$ cat src/clock_pll_pkg.sv
/*
 * Shared definitions for the reference clock and PLL control block:
 * field positions of the clock configuration register, its reset value,
 * input mode codes and the packed carriers used at the block ports.
 * Assumes nothing beyond a SystemVerilog compiler.
 */
package clock_pll_pkg;

    // Register geometry
    localparam int          CFG_WIDTH        = 16;
    localparam logic [15:0] CFG_RESET        = 16'h0020;

    // Field positions inside clock_pll_control
    localparam int          OUT_DIV2_BIT     = 15;
    localparam int          FB_DIV2_BIT      = 14;
    localparam int          FB_N_MSB         = 13;
    localparam int          FB_N_LSB         = 9;
    localparam int          MODE_MSB         = 7;
    localparam int          MODE_LSB         = 5;
    localparam int          PLL_PWRDN_BIT    = 5;
    localparam int          LOW_RANGE_BIT    = 4;
    localparam int          REF_DIV2_BIT     = 3;
    localparam int          VCO_ALT_BIT      = 2;
    localparam int          PLL_RESETN_BIT   = 1;
    localparam int          LOCK_BIT         = 0;

    // Input mode field codes
    localparam logic [1:0]  MODE_XTAL_PLL    = 2'h2;
    localparam logic [1:0]  MODE_XTAL_BYP    = 2'h3;
    localparam logic [2:0]  MODE_DIFF_PLL    = 3'h0;
    localparam logic [2:0]  MODE_DIFF_BYP    = 3'h1;
    localparam logic [2:0]  MODE_CMOS_PLL    = 3'h4;
    localparam logic [2:0]  MODE_CMOS_BYP    = 3'h5;

    // Feedback divider: a zero N field stands for this count
    localparam logic [5:0]  FB_N_ZERO_COUNT  = 6'h20;

    // Factor is reported in quarters (0.25 .. 64)
    localparam int          FACTOR_WIDTH     = 9;
    localparam int          FACTOR_FRAC_BITS = 2;

    typedef enum logic [1:0] {
        REF_DIFF,
        REF_XTAL,
        REF_CMOS
    } ref_mode_type;

    // Decoded controls towards the analog clock path
    typedef struct packed {
        ref_mode_type ref_mode;
        logic         pll_enable;
        logic         pll_power_down;
        logic         pll_reset_n;
        logic         pll_low_range;
        logic         ref_div2;
        logic         vco_alt;
        logic         out_div2;
        logic         fb_div2;
        logic [4:0]   fb_n;
    } clk_ctrl_type;

    localparam clk_ctrl_type CTRL_RESET = '{
        ref_mode:       REF_DIFF,
        pll_enable:     1'b0,
        pll_power_down: 1'b1,
        pll_reset_n:    1'b0,
        pll_low_range:  1'b0,
        ref_div2:       1'b0,
        vco_alt:        1'b0,
        out_div2:       1'b0,
        fb_div2:        1'b0,
        fb_n:           5'h00
    };

endpackage : clock_pll_pkg

$ cat src/lock_synchronizer.sv
/*
 * Two-flop synchroniser for a single asynchronous level.
 * Assumes the clock is free running and the input is a slow level.
 */
`timescale 1ns/1ps
`default_nettype none

module lock_synchronizer (
    input  wire logic clk,
    input  wire logic resetn,
    input  wire logic async_in,
    output var  logic sync_out
);

    logic first_stage;

    // First stage feeds only the second
    always_ff @(posedge clk or negedge resetn) begin
        if (!resetn) begin
            first_stage <= 1'b0;
            sync_out    <= 1'b0;
        end else begin
            first_stage <= async_in;
            sync_out    <= first_stage;
        end
    end

endmodule : lock_synchronizer

`default_nettype wire

$ cat src/ref_clock_pll_select_control.sv
/*
 * Clock configuration register and system clock selection for the DDS
 * clock path: decodes input mode, PLL power, reset, range, dividers and
 * VCO choice, reports lock, and picks reference or PLL as system clock.
 * Assumes a single-cycle write strobe on ref_clk and an asynchronous
 * lock level from the analog PLL; the glitch-free mux sits outside.
 * A write reaches the stored word on the taking edge and every output
 * one edge later; a lock change needs three edges to show.
 * No address decode: the block holds a single register.
 */
`timescale 1ns/1ps
`default_nettype none

module ref_clock_pll_select_control (
    input  wire logic                                ref_clk,
    input  wire logic                                resetn,
    input  wire logic                                cfg_write,
    input  wire logic [clock_pll_pkg::CFG_WIDTH-1:0] cfg_wdata,
    output var  logic [clock_pll_pkg::CFG_WIDTH-1:0] cfg_rdata,
    input  wire logic                                pll_lock_raw,
    output var  clock_pll_pkg::clk_ctrl_type         clk_ctrl,
    output var  logic [clock_pll_pkg::FACTOR_WIDTH-1:0] mult_quarters,
    output var  logic                                system_clock_from_pll,
    output var  logic                                lock_lost
);

    // Stored writable bits; bit 0 is never stored
    logic [clock_pll_pkg::CFG_WIDTH-1:0]    cfg;
    logic [clock_pll_pkg::CFG_WIDTH-1:0]    next_cfg;
    logic                                   lock_sync;
    logic                                   prev_lock;
    // Next values, one per registered output
    logic [clock_pll_pkg::CFG_WIDTH-1:0]    next_cfg_rdata;
    clock_pll_pkg::clk_ctrl_type            next_clk_ctrl;
    logic [clock_pll_pkg::FACTOR_WIDTH-1:0] next_mult_quarters;
    logic                                   next_system_clock_from_pll;
    logic                                   next_lock_lost;
    // Decode scratch, settled within each cycle
    logic [2:0]                             mode;
    logic [5:0]                             n_eff;
    logic [clock_pll_pkg::FACTOR_WIDTH-1:0] factor;

    // Lock level brought into the ref_clk domain
    // Only the second stage is read; the first may still be settling
    lock_synchronizer u_lock_sync (
        .clk      (ref_clk),
        .resetn   (resetn),
        .async_in (pll_lock_raw),
        .sync_out (lock_sync)
    );

    // Register write: lock bit position never takes write data
    // Writes may come on back-to-back cycles; the last one wins
    always_comb begin
        next_cfg = cfg;
        if (cfg_write) begin
            next_cfg = cfg_wdata;
            next_cfg[clock_pll_pkg::LOCK_BIT] = 1'b0;
        end
    end

    // Read view: stored bits plus live synchronised lock
    // Bit 0 is never stored, so a write cannot fake a lock
    always_comb begin
        next_cfg_rdata = cfg;
        next_cfg_rdata[clock_pll_pkg::LOCK_BIT] = lock_sync;
    end

    // Input mode and PLL enable decode
    // Bit 5 is both the mode LSB and the PLL power-down, so every
    // bypass code also powers the loop down
    always_comb begin
        mode = cfg[clock_pll_pkg::MODE_MSB:clock_pll_pkg::MODE_LSB];
        next_clk_ctrl = clock_pll_pkg::CTRL_RESET;
        if (mode[1:0] == clock_pll_pkg::MODE_XTAL_PLL) begin
            next_clk_ctrl.ref_mode   = clock_pll_pkg::REF_XTAL;
            next_clk_ctrl.pll_enable = 1'b1;
        end else if (mode[1:0] == clock_pll_pkg::MODE_XTAL_BYP) begin
            next_clk_ctrl.ref_mode   = clock_pll_pkg::REF_XTAL;
            next_clk_ctrl.pll_enable = 1'b0;
        end else begin
            // Top bit now picks CMOS over differential
            case (mode)
                clock_pll_pkg::MODE_DIFF_PLL: begin
                    next_clk_ctrl.ref_mode   = clock_pll_pkg::REF_DIFF;
                    next_clk_ctrl.pll_enable = 1'b1;
                end
                clock_pll_pkg::MODE_DIFF_BYP: begin
                    next_clk_ctrl.ref_mode   = clock_pll_pkg::REF_DIFF;
                    next_clk_ctrl.pll_enable = 1'b0;
                end
                clock_pll_pkg::MODE_CMOS_PLL: begin
                    next_clk_ctrl.ref_mode   = clock_pll_pkg::REF_CMOS;
                    next_clk_ctrl.pll_enable = 1'b1;
                end
                clock_pll_pkg::MODE_CMOS_BYP: begin
                    next_clk_ctrl.ref_mode   = clock_pll_pkg::REF_CMOS;
                    next_clk_ctrl.pll_enable = 1'b0;
                end
                // Codes x10 and x11 were taken above
                default: begin
                    next_clk_ctrl.ref_mode   = clock_pll_pkg::REF_DIFF;
                    next_clk_ctrl.pll_enable = 1'b0;
                end
            endcase
        end
        // Individual PLL controls
        next_clk_ctrl.pll_power_down = cfg[clock_pll_pkg::PLL_PWRDN_BIT];
        next_clk_ctrl.pll_reset_n    = cfg[clock_pll_pkg::PLL_RESETN_BIT];
        next_clk_ctrl.pll_low_range  = cfg[clock_pll_pkg::LOW_RANGE_BIT];
        next_clk_ctrl.ref_div2       = cfg[clock_pll_pkg::REF_DIV2_BIT];
        next_clk_ctrl.vco_alt        = cfg[clock_pll_pkg::VCO_ALT_BIT];
        next_clk_ctrl.out_div2       = cfg[clock_pll_pkg::OUT_DIV2_BIT];
        next_clk_ctrl.fb_div2        = cfg[clock_pll_pkg::FB_DIV2_BIT];
        next_clk_ctrl.fb_n = cfg[clock_pll_pkg::FB_N_MSB:clock_pll_pkg::FB_N_LSB];
    end

    // Multiplication factor in quarters
    // Quarter units keep both halvings exact down to 0.25x
    // Reset shows zero; the real factor follows one edge after release
    always_comb begin
        n_eff = {1'b0, cfg[clock_pll_pkg::FB_N_MSB:clock_pll_pkg::FB_N_LSB]};
        if (n_eff == 6'h00) begin
            n_eff = clock_pll_pkg::FB_N_ZERO_COUNT;
        end
        factor = {1'b0, n_eff, 2'h0};
        if (cfg[clock_pll_pkg::FB_DIV2_BIT]) begin
            factor = {factor[clock_pll_pkg::FACTOR_WIDTH-2:0], 1'b0};
        end
        if (cfg[clock_pll_pkg::OUT_DIV2_BIT]) begin
            factor = {1'b0, factor[clock_pll_pkg::FACTOR_WIDTH-1:1]};
        end
        if (cfg[clock_pll_pkg::REF_DIV2_BIT]) begin
            factor = {1'b0, factor[clock_pll_pkg::FACTOR_WIDTH-1:1]};
        end
        next_mult_quarters = factor;
    end

    // System clock source and lock loss event
    // A synchronised level steers the external glitch-free switch, so a
    // lock change takes effect three reference edges late
    always_comb begin
        // PLL only when enabled, powered, out of reset and locked
        next_system_clock_from_pll = next_clk_ctrl.pll_enable
                                   && !cfg[clock_pll_pkg::PLL_PWRDN_BIT]
                                   && cfg[clock_pll_pkg::PLL_RESETN_BIT]
                                   && lock_sync;
        // One-cycle pulse when lock drops under a PLL selection
        // prev_lock resets low like an unlocked loop: no false edge
        next_lock_lost = prev_lock && !lock_sync
                       && next_clk_ctrl.pll_enable;
    end

    // Register stages; each only stores what its comb process computed, except prev_lock, which stores lock_sync

    // Stored configuration word
    always_ff @(posedge ref_clk or negedge resetn) begin
        if (!resetn) begin
            cfg <= clock_pll_pkg::CFG_RESET;
        end else begin
            cfg <= next_cfg;
        end
    end

    // Read view; bit 0 trails the synchroniser by one edge
    always_ff @(posedge ref_clk or negedge resetn) begin
        if (!resetn) begin
            cfg_rdata <= clock_pll_pkg::CFG_RESET;
        end else begin
            cfg_rdata <= next_cfg_rdata;
        end
    end

    // Decoded controls towards the analog clock path
    always_ff @(posedge ref_clk or negedge resetn) begin
        if (!resetn) begin
            clk_ctrl <= clock_pll_pkg::CTRL_RESET;
        end else begin
            clk_ctrl <= next_clk_ctrl;
        end
    end

    // Multiplication factor
    always_ff @(posedge ref_clk or negedge resetn) begin
        if (!resetn) begin
            mult_quarters <= '0;
        end else begin
            mult_quarters <= next_mult_quarters;
        end
    end

    // Clock source, lock loss pulse and lock history
    always_ff @(posedge ref_clk or negedge resetn) begin
        if (!resetn) begin
            system_clock_from_pll <= 1'b0;
            lock_lost             <= 1'b0;
            prev_lock             <= 1'b0;
        end else begin
            system_clock_from_pll <= next_system_clock_from_pll;
            lock_lost             <= next_lock_lost;
            prev_lock             <= lock_sync;
        end
    end

endmodule : ref_clock_pll_select_control

`default_nettype wire

$ cat config.mk
export PLATFORM = sky130hd
export DESIGN_NAME = ref_clock_pll_select_control
export DESIGN_NICKNAME = d
export VERILOG_FILES = /design/src/clock_pll_pkg.sv /design/src/lock_synchronizer.sv /design/src/ref_clock_pll_select_control.sv
export SDC_FILE = /design/constraint.sdc
export NUM_CORES = 1
export LEC_CHECK = 0
export BUFFER_PORTS_ARGS = -buffer_cell sky130_fd_sc_hd__buf_2
export CELL_PAD_IN_SITES_DETAIL_PLACEMENT = 2
export CELL_PAD_IN_SITES_GLOBAL_PLACEMENT = 2
export CORE_AREA = 8 8 78 93
export DETAILED_ROUTE_END_ITERATION = 12
export DIE_AREA = 0 0 86 101
export GPL_TIMING_DRIVEN = 1
export HOLD_SLACK_MARGIN = 0.12
export PLACE_DENSITY_LB_ADDON = 0.08
export REMOVE_ABC_BUFFERS = 1
export SLEW_MARGIN = 20
export SYNTH_ARGS = -nofsm -noshare
export SYNTH_HDL_FRONTEND = slang
export SYNTH_HIERARCHICAL = 1
export SYNTH_SLANG_ARGS = --single-unit
export TNS_END_PERCENT = 30
$ cat constraint.sdc
create_clock -name ref_clk -period 1.55 [get_ports ref_clk]
set_input_delay 0.155 -clock ref_clk [delete_from_list [all_inputs] [get_ports ref_clk]]
set_output_delay 0.155 -clock ref_clk [all_outputs]
set_load 0.02 [all_outputs]
* After elaboration in Yosys (flattened, before gate mapping)
Cells that the tools add are included.
** Word-level totals
- Output and inout port bits :: 42
- Input bits :: 20
- Bits in registers :: 60
- Logic and storage cells :: 38
** Cells by class
- Equality and inequality tests :: 4
- Reduce and logical (&&, ||, !) cells :: 9
- Multiplexer cells :: 7
** Operator list (number)
- $mux W9 :: 3
- $pmux W3 S3 :: 1
- $eq A3 B3 Y1 const B :: 2
- $mux W3 :: 2
- $mux W6 :: 1
- $logic_and A1 B1 Y1 :: 5
- $logic_not A5 Y1 :: 1
- $eq A2 B2 Y1 const B :: 2
- $logic_not A3 Y1 :: 1
- $logic_not A1 Y1 :: 2

* Logic depth before layout (Yosys ltp)
Gate-level depths: netlist of the first run.
- Depth after elaboration :: 7
- Gate-level depth with buffers :: 4
- Gate-level depth less buffers :: 3

* By module
Netlist of the first run, hierarchy kept.
** Modules (own cells, without submodules)
- ref_clock_pll_select_control :: seq. area each 1128.6 sq um, area each 1731.7 sq um, cells each 124, instances 1
- lock_synchronizer :: seq. area each 50.0 sq um, area each 50.0 sq um, cells each 2, instances 1

* Worst setup path before layout of the first run
No wires, ideal clock.
- Path kind :: reg-to-reg
- Start :: reg cfg[14] in the netlist's numbering
- End :: reg mult_quarters[5] in the netlist's numbering
- Stages on the path, launching flop included :: 5
- Slack :: 0.374 ns
- Required time :: 1.419 ns
- Library setup time :: 0.131 ns
- Data arrival time :: 1.045 ns
- Cells stage by stage :: dfrtp_1 -> buf_6 -> mux2_4 -> mux2i_1 -> o22ai_1
** Between the ends
- Word-level cells in the longest chain between the ends :: 3
** RTL lines
- from (decl) :: line ref_clock_pll_select_control.sv:28 : logic [clock_pll_pkg::CFG_WIDTH-1:0] cfg;
- from (signal assigned) :: line ref_clock_pll_select_control.sv:159 : cfg <= clock_pll_pkg::CFG_RESET;
- from (signal assigned) :: line ref_clock_pll_select_control.sv:161 : cfg <= next_cfg;
- $mux W9 :: line ref_clock_pll_select_control.sv:127 : if (cfg[clock_pll_pkg::FB_DIV2_BIT]) begin
- $mux W9 :: line ref_clock_pll_select_control.sv:130 : if (cfg[clock_pll_pkg::OUT_DIV2_BIT]) begin
- $mux W9 :: line ref_clock_pll_select_control.sv:133 : if (cfg[clock_pll_pkg::REF_DIV2_BIT]) begin
- net factor (one bit) :: line ref_clock_pll_select_control.sv:41 : logic [clock_pll_pkg::FACTOR_WIDTH-1:0] factor;
- to (signal assigned) :: line ref_clock_pll_select_control.sv:188 : mult_quarters <= next_mult_quarters;
- to (decl) :: line ref_clock_pll_select_control.sv:22 : output var logic [clock_pll_pkg::FACTOR_WIDTH-1:0] mult_quarters,
The timed path passes the listed nets, and every way through them passes these cells.
A chain may end at the register's enable or synchronous reset.

* Final worst setup path of the first run
Ends and elaborated chain as after synthesis.

==> key figures, run 1 <==
Run status
  • Outcome: completed

Detailed routing
  • Number of DRC markers in iteration 0: 27
  • Vias per cell: 4.342
  • Drt first pass iters: 4
  • Via Count: 1194
  • # DRC: 0
  • Routed len/inst: 14.52 um
  • Detail Route Antenna Nets: 0
  • Post-Route WL: 3992 um

CTS
  • Worst-Skew Late Latency: 0.29 ns
  • TritonCTS Buffers: 5
  • Clk buf depth: 2
  • Clock transition at path regs: 0.09 ns
  • Clock sink count: 47
  • Root Buffer: clkbuf_8
  • Depth of the CTS H-tree: 2
  • CTS tree: built

Critical path
  • Startpoint Class: flop
  • Reg2Reg Capture Point: mult_quarters[5]$_DFF_PN0_
  • Reg2reg setup slack: 0.16 ns
  • Cells on worst reg2reg path: 3
  • CP Data Arrival Time: 1.55 ns
  • Req. time, crit path: 1.71 ns
  • CP max FO: 11
  • Crit end category: flop
  • Critical path class: reg -> reg
  • Reg2reg start: cfg[14]$_DFFE_PN0P_

Synthesis
  • Number of flops mapped to enable cells by yosys: 0
  • Number of warnings issued by yosys: 6
  • Netlist Area Pre-Place: 0.001782 mm^2
  • Synth area leader: dfrtp_1
  • Post-synth top area share: 63.20%
  • Asr flop ratio synth: 100.0%
  • Sequential cell area fraction in the yosys report: 66.15%
  • Top cells by area, synth: dfrtp_1 63%, buf_4 5.5%, mux2_2 5.1%
  • Seq cells post-synth: 47
  • Count of cell types in the netlist: 31
  • Syn_area_per_cell: 14.14 um^2
  • Primary FF master, synth: dfrtp_1
  • Synth Instances: 126

Floorplanning
  • Full die area: 0.008686 mm^2
  • Die height: 101 um
  • Row cnt: 31
  • Initial Util: 30.42%
  • Die Span X: 86 um
  • Io pins: 62
  • Core area: 0.005857 mm^2

Power and ir drop
  • Peak VDD IR: 0.5836 mV
  • P_sw: 0.7881 mW
  • LEAKAGE: 1.129 nW
  • Seq pwr share: 53.6%
  • Power per cell area: 1152 mW/mm^2
  • Internal power: 1.892 mW
  • Comb pwr share: 20.0%
  • Sw frac: 29.40%
  • Clock power share: 26.4%

Timing
  • Setup ws final: 0.1602 ns
  • Final Slew Violations: 0
  • Period minus WS final: 1.390 ns
  • Fin crit share: 89.66%
  • Post-Route Setup TNS: 0 ns
  • RSZ-0062 raised after global routing: no
  • Final setup violation count: 0
  • Final Hold Vio Count: 0
  • Fmax: 719.5 MHz
  • Least-Margin Pin Slew: 0.4781 ns
  • Worst Skew: 0.004976 ns
  • Worst rel slew slack: 67.84%

Finish
  • Nets: 212
  • Fillers: 626
  • Syn-to-layout area delta: 30.62%
  • Fraction of layout cells with a size suffix above 1: 44.04%
  • ANT cells: 0
  • Most common cell after layout, fill and taps aside: buf_2
  • Commonest cells after routing, fill and taps aside: 60 x buf_2, 45 x dfrtp_1, 17 x dlygate4sd3_1, 8 x mux2_2, 7 x nand2_1

Place
  • Dpl ws: 0.1735 ns
  • Routability cong.: 0.7368
  • Port bufs: 60
  • DP HPWL: 2922 um

Min path
  • Hold Path Stages: 3
  • Hold Path End: cfg[5]$_DFFE_PN1P_
  • Hold Startpoint: cfg_write
  • Worst min-delay path category: in -> reg

Global routing
  • Initial antenna violation count: 0
  • Number of global-route vias before repair: 1371
  • Gr usage total: 9.892%
  • First-pass GRT wire length: 6658 um
  • Congestion Overflow GR: 0
  • Largest net degree at the start of global routing: 30

Job
  • Max Cap Viol: 0
## worst max-delay path by stage
stage,end,start,slack [ns]
after floorplan,mult_quarters[5]$_DFF_PN0_,cfg[14]$_DFFE_PN0P_,0.31
after global placement,mult_quarters[5]$_DFF_PN0_,cfg[14]$_DFFE_PN0P_,0.21
after detailed placement,mult_quarters[5]$_DFF_PN0_,cfg[14]$_DFFE_PN0P_,0.17
after CTS,mult_quarters[5]$_DFF_PN0_,cfg[14]$_DFFE_PN0P_,0.14
after global routing,mult_quarters[5]$_DFF_PN0_,cfg[14]$_DFFE_PN0P_,0.07
final,mult_quarters[5]$_DFF_PN0_,cfg[14]$_DFFE_PN0P_,0.16
## through the flow
step	cells	utilization (%)	power [mW]	area, um^2	hold slack, ns
final	275	39.74	2.680	2327	0.2778
after global routing	275	39.74	2.847	2327	0.3114
after CTS	275	39.74	2.744	2327	0.2819
after detailed placement	250	35.38	1.982	2072	0.1344
after global placement	250	35.38	1.967	2072	0.1123
after floorplan	107	-	1.747	1649	-0.1406
## final cells by class
type	count	area (um^2)	share of cell area [%]
sequential	47	1179	50.65
timing repair buffer	78	490.5	21.08
multi-input combinational	57	459.2	19.73
tap	82	102.6	4.409
clock buffer	6	72.57	3.118
clock inverter	2	12.51	0.5376
inverter	3	11.26	0.4839
## registers in the layout, indices dropped and copies added, names as in the netlist
| register | cells |
|---|---|
| cfg | 15 |
| cfg_rdata | 12 |
| clk_ctrl | 7 |
| lock_lost | 1 |
| mult_quarters | 9 |
| system_clock_from_pll | 1 |
| u_lock_sync/first_stage | 1 |
| u_lock_sync/sync_out | 1 |
## cell families after synthesis
group	share of synthesized area [%]
DFF	66.15
and+or+nand+nor	6.953
muxes	14.33
buffers and inverters	8.075
AOI/OAI and AO/OA	4.495
## power groups by stage
stage	Clock, mW	Combinational, mW	Sequential (mW)
after global placement	0	0.511	1.46
after global routing	0.802	0.586	1.46
after detailed placement	0	0.517	1.47
after floorplan	0	0.146	1.60
final	0.706	0.537	1.44
after CTS	0.748	0.553	1.44
## Yosys cell counts, types with 2 or more instances
cell	n
nor3_1	2
buf_4	13
buf_2	4
mux2i_1	6
inv_1	2
dfstp_2	2
nor2b_1	5
mux2_2	8
dfrtp_1	45
nand3_1	2
nand2_1	7
mux2_4	4
mux2_1	4
o21ai_0	4
nor2_1	2
## metal layers
metal	vias to the layer above	GRT usage, %	wire length [um]
met4	0	3.649	63
met2	40	17.09	2085
met1	604	10.31	1518
met3	5	4.323	324
li1	545	-	-
met5	-	0	0
## critical path: stages (launching register included)
cell     delay (ns)
dfrtp_1        0.60
mux2_4         0.36
mux2i_1        0.18
o22ai_1        0.12
## repair_timing
action	4_1_cts	5_1_grt
buffers inserted	0	0
endpoints found under the hold margin	33	0
hold buffers	17	0
resized for setup	0	0
setup endpoints to repair	0	0
No activity file was read; power rests on OpenSTA's default activity.
==> run 2: changes to the inputs <==
ABC_AREA = 1   (was default)
CORE_AREA = 8 8 79 95   (was 8 8 78 93)
DIE_AREA = 0 0 87 103   (was 0 0 86 101)
==> key figures, run 2 <==
Power and ir drop
  • Comb pwr share: 19.4% (-0.6 points)
  • Internal power: 1.848 mW (-2.3%)
  • Pwr Total: 2.667 mW (-0.49%)
  • Peak VDD IR: 0.3600 mV (-38%)
  • Seq pwr share: 53.1% (-0.5 points)
  • P_sw: 0.8192 mW (+3.9%)
  • LEAKAGE: 1.154 nW (+2.3%)
  • Sw frac: 30.71% (+1.3 points)
  • Clock power share: 27.5% (+1.1 points)
  • Power per cell area: 1165 mW/mm^2 (+1.1%)

Synthesis
  • Number of warnings issued by yosys: 6 (unchanged)
  • Netlist Area Pre-Place: 0.001754 mm^2 (-1.5%)
  • Count of cell types in the netlist: 18 (-42%)
  • Post-synth top area share: 64.19% (+0.99 points)
  • Seq cells post-synth: 47 (unchanged)
  • Top cells by area, synth: dfrtp_1 64%, nand2_1 6.0%, buf_4 5.6%
  • Number of flops mapped to enable cells by yosys: 0 (unchanged)
  • Commonest cells post-synth: 45 x dfrtp_1, 28 x nand2_1, 13 x buf_4, 13 x o21ai_0, 12 x nand3_1
  • Primary FF master, synth: dfrtp_1
  • Most common cell in the netlist: dfrtp_1
  • Synth Instances: 153 (+21%)
  • Syn_area_per_cell: 11.47 um^2 (-19%)
  • Asr flop ratio synth: 100.0% (unchanged)
  • Sequential cell area fraction in the yosys report: 67.19% (+1.0 points)
  • Synth area leader: dfrtp_1

Floorplanning
  • Initial Util: 29.56% (-0.86 points)
  • Core area: 0.005934 mm^2 (+1.3%)
  • Die Span X: 87 um (+1.2%)
  • Full die area: 0.008961 mm^2 (+3.2%)
  • Die height: 103 um (+2.0%)
  • Row cnt: 31 (unchanged)
  • Io pins: 62 (unchanged)

Detailed routing
  • Vias per cell: 4.257 (-2.0%)
  • Via Count: 1294 (+8.4%)
  • Detail Route Antenna Nets: 0 (unchanged)
  • Routed len/inst: 14.67 um (+1.1%)
  • Drt first pass iters: 4 (unchanged)
  • Number of DRC markers in iteration 0: 45 (+67%)
  • # DRC: 0 (unchanged)
  • Post-Route WL: 4461 um (+12%)

Global routing
  • Met1 GRT Util: 12.08% (+1.8 points)
  • Number of global-route vias before repair: 1508 (+10%)
  • Met2 Resource Use GR: 19.13% (+2.0 points)
  • Largest net degree at the start of global routing: 21 (-30%)
  • Congestion Overflow GR: 0 (unchanged)
  • GR Util met3: 4.147% (-0.18 points)
  • GR peak layer: met2
  • Gr usage total: 11.11% (+1.2 points)
  • Initial antenna violation count: 0 (unchanged)
  • First-pass GRT wire length: 7596 um (+14%)

Critical path
  • Critical path class: reg -> reg
  • Worst setup path start: cfg[14]$_DFFE_PN0P_
  • Crit-path leading delay family: flip-flops
  • Crit end category: flop
  • CP max FO: 12 (+1)
  • Sequence of cells on the critical path: inv_1, nand4_1, nand3_1, nand3_1, nand2_1
  • Req. time, crit path: 1.75 ns (+0.04 ns)
  • Startpoint Class: flop
  • Cells on worst reg2reg path: 5 (+2)
  • Reg2reg start: cfg[14]$_DFFE_PN0P_
  • CP Data Arrival Time: 1.42 ns (-0.13 ns)
  • Cell at the slowest stage of the critical path: dfrtp_1
  • Buf/Inv on CP: 1 (+1)
  • Reg2Reg Capture Point: mult_quarters[7]$_DFF_PN0_
  • Worst path most repeated cell: nand3_1
  • Slowest stage delay, CP: 0.56 ns (-0.04 ns)
  • Reg2reg setup slack: 0.32 ns (+0.16 ns)

Finish
  • Most common cell after layout, fill and taps aside: buf_2
  • Nets: 241 (+14%)
  • Multi-input gate area: 381.6 um^2 (-17%)
  • Max reg flops: 15 (unchanged)
  • Fraction of layout cells with a size suffix above 1: 36.49% (-7.6 points)
  • Syn-to-layout area delta: 30.53% (about the same)
  • Fillers: 629 (+0.48%)
  • ANT cells: 0 (unchanged)
  • Commonest cells after routing, fill and taps aside: 60 x buf_2, 45 x dfrtp_1, 28 x nand2_1, 17 x dlygate4sd3_1, 13 x o21ai_0
  • Final cell count without fillers: 304 (+11%)
  • Flip-flop and latch area: 0.001179 mm^2 (unchanged)
  • Top flop regs: cfg: 15 flops, cfg_rdata: 12 flops, mult_quarters: 9 flops
  • Most flop-heavy register: cfg
  • Post-layout instance area: 0.002290 mm^2 (-1.6%)

Timing
  • Final Slew Violations: 0 (unchanged)
  • Worst rel slew slack: 69.90% (+2.1 points)
  • Final Hold Vio Count: 0 (unchanged)
  • Fmax: 815.3 MHz (+13%)
  • Post-Route Setup TNS: 0 ns (unchanged)
  • Period minus WS final: 1.227 ns (-0.1632 ns)
  • Fin crit share: 79.13% (-11 points)
  • Setup ws final: 0.3235 ns (+0.1632 ns)
  • Least-Margin Pin Slew: 0.4514 ns (-0.02663 ns)
  • Final setup violation count: 0 (unchanged)
  • Worst Skew: 0.005959 ns (+0.0009834 ns)
  • RSZ-0062 raised after global routing: no

CTS
  • Clk buf depth: 2 (unchanged)
  • TritonCTS Buffers: 5 (unchanged)
  • Depth of the CTS H-tree: 2 (unchanged)
  • Clock sink count: 47 (unchanged)
  • Root Buffer: clkbuf_8
  • CTS tree: built
  • # resized after CTS: 0 (unchanged)
  • Hold Buf Count CTS: 17 (unchanged)
  • Clock transition at path regs: 0.09 ns (about the same)
  • # Post-CTS Setup Buffers: 0 (unchanged)
  • Worst-Skew Late Latency: 0.30 ns (about the same)

Place
  • Routability cong.: 0.7203 (-2.2%)
  • Placed Cells incl. Taps: 279 (+12%)
  • Post-DP Area: 0.002031 mm^2 (-2.0%)
  • DP HPWL: 3388 um (+16%)
  • Dpl ws: 0.3222 ns (+0.1487 ns)
  • Port bufs: 60 (unchanged)

Run status
  • Outcome: completed

Min path
  • Hold Path Stages: 3 (unchanged)
  • Worst min-delay path category: in -> reg
  • Hold Startpoint: cfg_write
  • Hold Path End: cfg[5]$_DFFE_PN1P_

Job
  • Max Cap Viol: 0 (unchanged)
==> run 2: changes by cell type in the layout (fill, tap and decap cells not counted), moves of 3 or more <==
| cell | previous run | this run |
|---|---|---|
| nand3_1 | 2 | 12 |
| nor2_1 | 2 | 7 |
| mux2_4 | 4 | 0 |
| buf_4 | 0 | 4 |
| o21ai_0 | 4 | 13 |
| inv_1 | 2 | 10 |
| nand2_1 | 7 | 28 |
| o21ai_1 | 1 | 4 |
| mux2_1 | 4 | 0 |
| mux2i_1 | 6 | 0 |
| nor2b_1 | 5 | 0 |
==> run 2: worst max-delay path by stage <==
stage                                 end  slack [ns]  depth (start not counted)
2_1_floorplan  mult_quarters[3]$_DFF_PN0_        0.50                          5
3_3_place_gp   mult_quarters[6]$_DFF_PN0_        0.35                          5
3_5_place_dp   mult_quarters[7]$_DFF_PN0_        0.32                          5
4_1_cts        mult_quarters[6]$_DFF_PN0_        0.30                          5
5_1_grt        mult_quarters[6]$_DFF_PN0_        0.17                          5
6_report       mult_quarters[7]$_DFF_PN0_        0.32                          5
==> run 2: cell type report <==
cell class,count,share of cell area [%]
repair buffers,81,21.86
flip-flops and latches,47,51.48
clock buffers,5,3.005
multi-input cells,76,16.67
inverters,10,1.639
clock inverters,3,0.8743
well taps,82,4.481
==> run 2: worst min-delay path, cell delays in order <==
cell and delay, ns:
buf_2 0.23, nand2_1 0.10, o21ai_0 0.07
==> run 2: power groups by stage <==
stage | registers [mW] | clock network (mW) | logic [mW]
after floorplan | 1.58 | 0 | 0.119
after global placement | 1.43 | 0 | 0.489
after detailed placement | 1.45 | 0 | 0.499
after CTS | 1.42 | 0.773 | 0.534
after global routing | 1.44 | 0.813 | 0.577
final | 1.42 | 0.733 | 0.518
==> run 2: cells by family (layout without fill, tap and decap cells) <==
kind of cell / count (synthesis) / after routing / share of synthesized area [%]
AOI/OAI and AO/OA: 17 / 17 / 4.850
and+or+nand+nor: 53 / 53 / 13.05
DFF: 47 / 47 / 67.19
muxes: 6 / 6 / 3.851
buffers and inverters: 30 / 99 / 11.06
==> run 2: per-stage QoR <==
step,util (%),hold slack [ns]
CTS,38.58,0.2655
detailed placement,34.22,0.1294
global route,38.58,0.3047
floorplan,-,-0.1406
finish,38.58,0.2639
global placement,34.22,0.1235
==> run 2: metal layers <==
layer	up-vias	share of wire, %
met3	5	7.3
met1	640	40
met2	39	51
met4	0	1.5
li1	610	-
met5	-	0
==> run 3: changes to the inputs <==
CORE_AREA = 8 8 83 100   (was 8 8 79 95)
DIE_AREA = 0 0 91 108   (was 0 0 87 103)
clock period = 1.1 ns   (was 1.55 ns; I/O delays follow)
==> key figures, run 3 (synthesis gave the netlist of run 2 again) <==
Global routing
  • Initial antenna violation count: 0 (unchanged)
  • Gr usage total: 9.526% (-1.6 points)
  • Largest net degree at the start of global routing: 48 (+130%)
  • Congestion Overflow GR: 0 (unchanged)
  • First-pass GRT wire length: 7562 um (-0.45%)
  • Number of global-route vias before repair: 1569 (+4.0%)

Power and ir drop
  • Comb pwr share: 20.8% (+1.4 points)
  • Pwr Total: 3.926 mW (+47%)
  • Clock power share: 28.2% (+0.7 points)
  • P_sw: 1.191 mW (+45%)
  • Seq pwr share: 51.0% (-2.1 points)
  • Peak VDD IR: 0.4517 mV (+25%)
  • Power per cell area: 1612 mW/mm^2 (+38%)
  • Internal power: 2.735 mW (+48%)
  • Sw frac: 30.34% (-0.37 points)
  • LEAKAGE: 1.198 nW (+3.8%)

Place
  • Dpl ws: -0.09793 ns (-0.4202 ns)
  • Post-DP Area: 0.002064 mm^2 (+1.7%)
  • Port bufs: 60 (unchanged)
  • Placed Cells incl. Taps: 286 (+2.5%)
  • DP HPWL: 3234 um (-4.5%)
  • Routability cong.: 0.7788 (+8.1%)

Critical path
  • Slowest stage delay, CP: 0.47 ns (-0.09 ns)
  • Worst setup path start: cfg[14]$_DFFE_PN0P_
  • Buf/Inv on CP: 1 (unchanged)
  • Critical path class: reg -> reg
  • CP max FO: 7 (-5)
  • Req. time, crit path: 1.29 ns (-0.46 ns)
  • Crit-path leading delay family: flip-flops
  • Sequence of cells on the critical path: buf_6, o21ai_4, nand2_1, nand3_1, nand2_1
  • Worst path most repeated cell: nand2_1
  • Crit end category: flop
  • Cell at the slowest stage of the critical path: dfrtp_2
  • Startpoint Class: flop
  • CP Data Arrival Time: 1.30 ns (-0.12 ns)
  • Reg2reg start: cfg[14]$_DFFE_PN0P_

CTS
  • CTS tree: built
  • Clock transition at path regs: 0.09 ns (about the same)
  • Clock sink count: 47 (unchanged)
  • Worst-Skew Late Latency: 0.30 ns (about the same)
  • TritonCTS Buffers: 5 (unchanged)
  • Depth of the CTS H-tree: 2 (unchanged)
  • Root Buffer: clkbuf_8
  • Clk buf depth: 2 (unchanged)

Timing
  • Hold_ws: 0.2023 ns (-0.06154 ns)
  • Fmax: 903.8 MHz (+11%)
  • Final setup violation count: 3 (+3)
  • Worst Skew: 0.006608 ns (+0.0006494 ns)
  • Setup ws final: -0.006468 ns (-0.3299 ns)
  • Least-Margin Pin Slew: 0.3430 ns (-0.1084 ns)
  • Final Slew Violations: 0 (unchanged)
  • RSZ-0062 raised after global routing: yes
  • Period minus WS final: 1.106 ns (-0.1201 ns)
  • Final Hold Vio Count: 0 (unchanged)
  • Post-Route Setup TNS: -0.009380 ns (-0.009380 ns)
  • Worst rel slew slack: 77.13% (+7.2 points)
  • Fin crit share: 100.6% (+21 points)

Min path
  • Hold Startpoint: cfg_write
  • Worst min-delay path category: in -> reg

Floorplanning
  • Die height: 108 um (+4.9%)
  • Core area: 0.006689 mm^2 (+13%)
  • Io pins: 62 (unchanged)
  • Initial Util: 26.23% (-3.3 points)
  • Die Span X: 91 um (+4.6%)
  • Row cnt: 33 (+6.5%)
  • Full die area: 0.009828 mm^2 (+9.7%)

Finish
  • Most flop-heavy register: cfg
  • Final cell count without fillers: 314 (+3.3%)
  • Syn-to-layout area delta: 38.80%
  • Commonest cells after routing, fill and taps aside: 58 x buf_2, 40 x dfrtp_1, 22 x nand2_1, 17 x dlygate4sd3_1, 11 x o21ai_0
  • Post-layout instance area: 0.002435 mm^2 (+6.3%)
  • Finished Core Util: 36.40% (-2.2 points)
  • ANT cells: 0 (unchanged)
  • Fraction of layout cells with a size suffix above 1: 47.14% (+11 points)
  • Top flop regs: cfg: 15 flops, cfg_rdata: 12 flops, mult_quarters: 9 flops
  • Most common cell after layout, fill and taps aside: buf_2
  • Nets: 246 (+2.1%)
  • Max reg flops: 15 (unchanged)

Detailed routing
  • Detail Route Antenna Nets: 0 (unchanged)
  • Routed len/inst: 14.14 um (-3.7%)
  • Vias per cell: 4.172 (-2.0%)
  • Drt first pass iters: 2 (-2)
  • Via Count: 1310 (+1.2%)
  • Post-Route WL: 4439 um (-0.49%)
  • # DRC: 0 (unchanged)
  • Number of DRC markers in iteration 0: 10 (-78%)

Run status
  • Outcome: finished, violations left
  • Failing checks: negative setup slack

Job
  • Max Cap Viol: 0 (unchanged)
-- run 3: changes by cell type in the layout (fill, tap and decap cells not counted), moves of 3 or more --
cell and delta:
buf_6 +3, inv_1 -3, buf_4 +3, inv_2 +3
dfrtp_2 +5, nand2_2 +6, dfrtp_1 -5, nand2_1 -6
-- run 3: layout make-up --
| class | instances | area [um^2] |
|---|---|---|
| inverters | 10 | 37.54 |
| flip-flops and latches | 47 | 1185 |
| multi-input cells | 76 | 437.9 |
| repair buffers | 86 | 566.8 |
| fillers | 750 | 4254 |
| clock inverters | 2 | 16.27 |
| clock buffers | 6 | 82.58 |
| well taps | 87 | 108.9 |
-- run 3: power by group through the flow --
stage	clock [mW]	combinational (mW)	sequential (mW)
after floorplan	0	0.167	2.23
after global placement	0	0.711	2.02
after detailed placement	0	0.719	2.03
after CTS	1.16	0.806	2.01
after global routing	1.21	0.897	2.03
final	1.11	0.815	2.00
-- run 3: repair_timing --
item | CTS | global route
buffers inserted | 1 | 2
pin swaps | 4 | 6
endpoints found under the setup margin | 10 | 11
hold endpoints to repair | 63 | 0
hold buffers | 17 | 0
gates resized for setup | 19 | 13
-- run 3: final timing paths --
kind	cells after the start	slack, ns	end
worst max-delay path	5	-0.006	mult_quarters[6]$_DFF_PN0_
worst min-delay path	3	0.20	cfg[5]$_DFFE_PN1P_
worst max register to register	5	-0.006	mult_quarters[6]$_DFF_PN0_
worst min register to register	0	0.36	u_lock_sync/sync_out$_DFF_PN0_
max in group asynchronous	3	0.50	cfg_rdata[5]$_DFF_PN1_
min in group asynchronous	3	0.32	cfg_rdata[6]$_DFF_PN0_
-- run 3: tightest hold or removal path, stage by stage --
cell     delay, ns
buf_2         0.21
nand2_1       0.09
o21ai_0       0.07
-- run 3: per-layer routing --
metal / global-route usage [%] / part of all wire (%) / vias up
li1: - / - / 618
met1: 9.425 / 39 / 643
met2: 17.86 / 54 / 42
met3: 3.257 / 6.3 / 7
met4: 3.869 / 1.6 / 0
met5: 0 / 0 / -
